<file path="config.mk">
export PLATFORM = sky130hd
export DESIGN_NAME = return_and_rotate_exec
export DESIGN_NICKNAME = d
export VERILOG_FILES = /design/src/logic/ret_rot_pkg.sv /design/src/logic/return_stack.sv /design/src/logic/return_and_rotate_exec.sv
export SDC_FILE = /design/constraint.sdc
export NUM_CORES = 1
export LEC_CHECK = 0
export BUFFER_PORTS_ARGS = -buffer_cell sky130_fd_sc_hd__buf_2
export CORE_ASPECT_RATIO = 0.8
export CORE_MARGIN = 2
export CORE_UTILIZATION = 48
export CTS_BUF_LIST = sky130_fd_sc_hd__clkbuf_4
export DETAILED_ROUTE_END_ITERATION = 12
export GPL_TIMING_DRIVEN = 0
export PLACE_DENSITY = 0.75
export SYNTH_ARGS = -nofsm -noshare
export SYNTH_HDL_FRONTEND = slang
export SYNTH_HIERARCHICAL = 1
export SYNTH_SLANG_ARGS = --single-unit
</file>
<file path="constraint.sdc">
create_clock -name clk_sys_in -period 7.2 [get_ports clk_sys_in]
set_input_delay 1.8 -clock clk_sys_in [delete_from_list [all_inputs] [get_ports clk_sys_in]]
set_output_delay 1.8 -clock clk_sys_in [all_outputs]
set_load 0.1 [all_outputs]
</file>
<file path="src/logic/ret_rot_pkg.sv">
// Package: opcodes, widths, stack sizes and carriers for the return/rotate slice
package ret_rot_pkg;

    // ------------------------------------------------------------
    // Widths
    // ------------------------------------------------------------
    localparam int OPCODE_W = 14;
    localparam int DATA_W = 8;
    localparam int PC_W = 13;
    localparam int FADDR_W = 7;
    localparam int STACK_DEPTH = 8;
    localparam int SP_W = 3;

    // ------------------------------------------------------------
    // Opcode fields
    // ------------------------------------------------------------
    localparam logic [13:0] LIT_RET_MASK = 14'h3c00;
    localparam logic [13:0] LIT_RET_CODE = 14'h3400;
    localparam logic [13:0] SUB_RET_CODE = 14'h0008;
    localparam logic [13:0] ROT_MASK = 14'h3f00;
    localparam logic [13:0] ROT_CODE = 14'h0c00;
    localparam int DEST_BIT = 7;
    localparam int LIT_LSB = 0;
    localparam int FADDR_LSB = 0;

    // ------------------------------------------------------------
    // Reset values
    // ------------------------------------------------------------
    localparam logic [7:0] ACC_RESET = 8'h00;
    localparam logic [12:0] PC_RESET = 13'h0000;
    localparam logic [2:0] SP_RESET = 3'h0;

    typedef enum logic [1:0] {
        ST_FETCH,
        ST_SECOND
    } exec_state_t;

    // Instruction issue carrier
    typedef struct packed {
        logic valid;
        logic [13:0] opcode;
    } instr_t;

    // Register file write carrier
    typedef struct packed {
        logic we;
        logic [6:0] addr;
        logic [7:0] data;
    } file_wr_t;

    // Decoded instruction class
    typedef struct packed {
        logic lit_ret;
        logic sub_ret;
        logic rotate;
    } decode_t;

endpackage

</file>
<file path="src/logic/return_stack.sv">
// Return stack: push from core, pop on returns
`timescale 1ns/10ps
module return_stack
    import ret_rot_pkg::*;
#(
    parameter int DEPTH = STACK_DEPTH,
    parameter int AW = PC_W
) (
    input wire logic clk_sys_in,
    input wire logic rst_n_in,
    input wire logic ce_in,
    input wire logic push_in,
    input wire logic [AW-1:0] push_addr_in,
    input wire logic pop_in,
    output logic [AW-1:0] stack_head_out,
    output logic [$clog2(DEPTH)-1:0] sp_out
);
    localparam int SW = $clog2(DEPTH);

    if (DEPTH < 2 || (1 << SW) != DEPTH) begin : g_depth_check
        $error("DEPTH must be a power of two of at least 2");
    end

    typedef struct packed {
        logic [DEPTH-1:0][AW-1:0] mem;
        logic [SW-1:0] sp;
    } stk_t;

    stk_t s_reg;
    stk_t s_next;

    // ------------------------------------------------------------
    // Next state: circular stack, sp points above the head
    // ------------------------------------------------------------
    always_comb begin
        s_next = s_reg;
        if (pop_in) begin
            s_next.sp = s_reg.sp - SW'(1); // see (RULE7)
        end else if (push_in) begin
            s_next.mem[s_reg.sp] = push_addr_in;
            s_next.sp = s_reg.sp + SW'(1);
        end
    end

    always_ff @(posedge clk_sys_in or negedge rst_n_in) begin
        if (!rst_n_in) begin
            s_reg <= '0;
        end else if (ce_in) begin
            s_reg <= s_next;
        end
    end

    assign stack_head_out = s_reg.mem[s_reg.sp - SW'(1)];
    assign sp_out = s_reg.sp;
endmodule

</file>
<file path="src/logic/return_and_rotate_exec.sv">
// Execution slice for literal return, subroutine return and right rotate
// Operation
// (RULE1) A literal-return opcode writes its 8-bit literal, 0 to 255, into the accumulator.
// (RULE2) A literal-return loads the program counter from the stack head and takes two instruction cycles.
// (RULE3) The subroutine-return opcode pops the stack and puts the popped head into the program counter.
// (RULE4) A subroutine return takes two instruction cycles and leaves the status flags alone.
// (RULE5) The rotate shifts register f (0 to 127) right through carry: old carry to bit 7, bit 0 to carry.
// (RULE6) The rotate result goes to the accumulator when the destination bit is 0, else back to register f.
// (RULE7) Each pop moves the stack pointer back one entry so the next return uses the older address.
`timescale 1ns/10ps
module return_and_rotate_exec
    import ret_rot_pkg::*;
(
    input wire logic clk_sys_in,
    input wire logic rst_n_in,
    input wire logic ce_in,
    input wire instr_t instr_in,
    input wire logic push_in,
    input wire logic [PC_W-1:0] push_addr_in,
    input wire logic [DATA_W-1:0] file_rdata_in,
    input wire logic carry_in,
    output logic [FADDR_W-1:0] file_raddr_out,
    output file_wr_t file_wr_out,
    output logic [DATA_W-1:0] acc_out,
    output logic carry_out,
    output logic carry_we_out,
    output logic [PC_W-1:0] pc_out,
    output logic pc_load_out,
    output logic busy_out,
    output logic ready_out
);

    // ------------------------------------------------------------
    // Elaboration checks
    // ------------------------------------------------------------
    if (DATA_W != 8 || OPCODE_W != 14 || FADDR_W != 7) begin : g_width_check
        $error("Rotate and literal fields need an 8-bit data path and 14-bit opcodes");
    end
    if (SP_W != $clog2(STACK_DEPTH) || PC_W < 1) begin : g_stack_check
        $error("Stack pointer width does not fit the stack depth");
    end

    // ------------------------------------------------------------
    // Decode
    // ------------------------------------------------------------
    function automatic decode_t decode(input logic [13:0] op);
        decode_t d;
        d.lit_ret = (op & LIT_RET_MASK) == LIT_RET_CODE;
        d.sub_ret = op == SUB_RET_CODE;
        d.rotate = (op & ROT_MASK) == ROT_CODE;
        return d;
    endfunction

    function automatic logic [8:0] rot_right(input logic [7:0] v, input logic c);
        return {v[0], c, v[7:1]};
    endfunction

    typedef struct packed {
        exec_state_t state;
        logic [DATA_W-1:0] acc;
        logic carry;
        logic carry_we;
        file_wr_t wr;
        logic [PC_W-1:0] pc;
        logic pc_load;
    } core_t;

    core_t r_reg;
    core_t r_next;
    decode_t dec;
    logic take;
    logic pop;
    logic [8:0] rot;
    logic [PC_W-1:0] head;
    logic [SP_W-1:0] sp;

    assign take = instr_in.valid && r_reg.state == ST_FETCH;
    assign dec = decode(instr_in.opcode);
    assign file_raddr_out = instr_in.opcode[FADDR_LSB +: FADDR_W];
    assign rot = rot_right(file_rdata_in, carry_in); // see (RULE5)
    assign pop = take && (dec.lit_ret || dec.sub_ret); // see (RULE3)

    return_stack #(
        .DEPTH(STACK_DEPTH),
        .AW(PC_W)
    ) u_stack (
        .clk_sys_in(clk_sys_in),
        .rst_n_in(rst_n_in),
        .ce_in(ce_in),
        .push_in(push_in && !pop),
        .push_addr_in(push_addr_in),
        .pop_in(pop),
        .stack_head_out(head),
        .sp_out(sp)
    );

    // ------------------------------------------------------------
    // Next state
    // ------------------------------------------------------------
    always_comb begin
        r_next = r_reg;
        // Pulses last one enabled cycle
        r_next.wr.we = 1'b0;
        r_next.carry_we = 1'b0;
        r_next.pc_load = 1'b0;
        unique case (r_reg.state)
            ST_FETCH: begin
                if (take && dec.lit_ret) begin
                    r_next.acc = instr_in.opcode[LIT_LSB +: DATA_W]; // see (RULE1)
                    r_next.pc = head; // see (RULE2)
                    r_next.pc_load = 1'b1;
                    r_next.state = ST_SECOND;
                end else if (take && dec.sub_ret) begin
                    r_next.pc = head; // see (RULE3)
                    r_next.pc_load = 1'b1;
                    r_next.state = ST_SECOND; // see (RULE4)
                end else if (take && dec.rotate) begin
                    r_next.carry = rot[8]; // see (RULE5)
                    r_next.carry_we = 1'b1;
                    if (instr_in.opcode[DEST_BIT]) begin
                        r_next.wr.we = 1'b1; // see (RULE6)
                        r_next.wr.addr = instr_in.opcode[FADDR_LSB +: FADDR_W];
                        r_next.wr.data = rot[7:0];
                    end else begin
                        r_next.acc = rot[7:0]; // see (RULE6)
                    end
                end
            end
            ST_SECOND: begin
                r_next.state = ST_FETCH; // see (RULE2)
            end
        endcase
    end

    always_ff @(posedge clk_sys_in or negedge rst_n_in) begin
        if (!rst_n_in) begin
            r_reg <= '{state: ST_FETCH, acc: ACC_RESET, carry: 1'b0, carry_we: 1'b0,
                       wr: '0, pc: PC_RESET, pc_load: 1'b0};
        end else if (ce_in) begin
            r_reg <= r_next;
        end
    end

    assign acc_out = r_reg.acc;
    assign carry_out = r_reg.carry;
    assign carry_we_out = r_reg.carry_we;
    assign file_wr_out = r_reg.wr;
    assign pc_out = r_reg.pc;
    assign pc_load_out = r_reg.pc_load;
    assign busy_out = r_reg.state == ST_SECOND;
    assign ready_out = r_reg.state == ST_FETCH;
endmodule

</file>
==> out/qor.txt <==
status -> finished clean
Slew @ Worst Pin -> 1.03 ns
Power per Cell Area -> 455 nW/um2
pin count of the biggest net entering global routing -> 79
CP max FO -> 4
Max-slew headroom -> 0.305
n_diodes -> 0
worst reg2reg setup slack -> 3.11 ns
max FFs per register -> 104
vias in the first global route -> 4716
Pwr Total -> 0.00361 W
fmax -> 0.235 GHz
Synth Net Count -> 552
DR DRC count -> 0
die area -> 15500 um2
die span in y -> 112 um
Pleak -> 3.88 nW
CTS tree -> built
Final HPWL DP -> 11100 um
# rows -> 39
RePlAce Congestion -> 0.879
nature of the critical path startpoint -> input port
Hold Fails Final Rpt -> 0
drt wl/cell -> 20.1 um
WP data required -> 5.40 ns
Reg clk slew, reported paths -> 0.11 ns
Maximum Capacitance Violations -> 0
vias per cell -> 5.65
Initial DRT Pass Iterations -> 4
maximum buffer depth of the clock tree -> 2
GRT Total Usage -> 0.220
multi-input logic area -> 3010 um2
final setup fails -> 0
Clock Skews -> 0.0209 ns
DRT antenna net count -> 0
Worst-Skew Late Latency -> 0.55 ns
critical path class -> input port to output port
Nets -> 661
syn avg cell area -> 13.7 um2
initial DRC count -> 269
period utilisation layout -> 0.591
post-cts resize count -> 0
# IOs -> 90
RSZ-0062 raised after global routing -> false
fillcell total -> 1201
Core Box Area -> 14200 um2
drt total wl -> 16400 um
post-layout min period -> 4.26 ns
FF/Latch Area -> 3700 um2
Final Slew Violations -> 0
layout cells sized above 1 -> 0.480
via count -> 4608
post-CTS setup buffer count -> 0
Crit path arrival time -> 2.46 ns
Peak VDD IR -> 0.328 mV
Hold Buf Count CTS -> 0
YS warnings -> 6
global route overflow -> 0
CTS Buf Count -> 17
Num Clock Sinks -> 148
cell count after synthesis -> 509
synthesized area -> 6960 um2
Layout area overhead -> 14.0%
min-delay worst type -> flip-flop to flip-flop
antenna violations before repair -> 0
IO Port Bufs -> 89
Die W -> 139 um
Hold WS -> 0.514 ns
Starting Density -> 0.488
CTS Root Cell -> clkbuf_4
Setup TNS -> 0 ns
Final Core Density -> 0.557
first-pass GRT wire length -> 26200 um
CTS H-tree lvls -> 4
critical path endpoint category -> output port
==> where the power goes <==
part	switching [W]	internal [W]	total, W	leakage (nW)
logic	0.00109	0.000708	0.00179	1.85
registers	0.000174	0.00115	0.00132	1.88
clock network	0.000294	0.000202	0.000496	0.145
==> area by class of cell <==
| class | instances | area share |
|---|---|---|
| inverters | 6 | 0.00284 |
| clock buffers | 17 | 0.0161 |
| plain buffers | 36 | 0.0287 |
| flip-flops and latches | 148 | 0.467 |
| repair buffers | 90 | 0.0604 |
| multi-input cells | 319 | 0.379 |
| clock inverters | 15 | 0.0175 |
| well taps | 184 | 0.0290 |
==> worst max-delay path, cell delays in order <==
cell and delay (ns):
buf_2 0.14, buf_4 0.11, buf_2 0.41
==> per-layer routing <==
| layer | GRT usage | share of wire |
|---|---|---|
| met5 | 0 | 0 |
| met2 | 0.353 | 0.47 |
| met1 | 0.297 | 0.44 |
| met3 | 0.0533 | 0.072 |
| met4 | 0.0761 | 0.020 |
==> final timing paths <==
| kind | startpoint | to | depth (start not counted) |
|---|---|---|---|
| worst max-delay path | instr_in[0] | file_raddr_out[0] | 3 |
| worst min-delay path | file_wr_out[15] | file_wr_out[15] | 1 |
| worst max register to register | u_stack/sp_out[0] | pc_out[7] | 9 |
| worst min register to register | file_wr_out[15] | file_wr_out[15] | 1 |
| max in group asynchronous | rst_n_in | u_stack/s_reg[46] | 2 |
| min in group asynchronous | rst_n_in | carry_out | 1 |
==> metrics by stage <==
stage / cells / area [um2] / setup WS (ns)
3_5_place_dp: 783 / 7670 / 2.48
2_1_floorplan: 509 / 6960 / 3.34
4_1_cts: 815 / 7940 / 2.93
3_3_place_gp: 782 / 7640 / 2.38
5_1_grt: 815 / 7940 / 2.92
6_report: 815 / 7940 / 2.94
==> layout by cell type (no fill, tap or decap), types with 3 or more instances in the layout <==
cell type   instances
dfrtp_1           148
mux2_2            130
buf_2             105
nand3_1            55
mux2i_1            53
clkbuf_4           17
buf_4              14
and4_1             13
a22o_1              8
mux2_4              8
clkinv_2            7
o21ai_0             5
inv_1               4
nor2_1              4
nand2_1             4
clkinvlp_4          3
No activity file was read; power rests on OpenSTA's default activity.
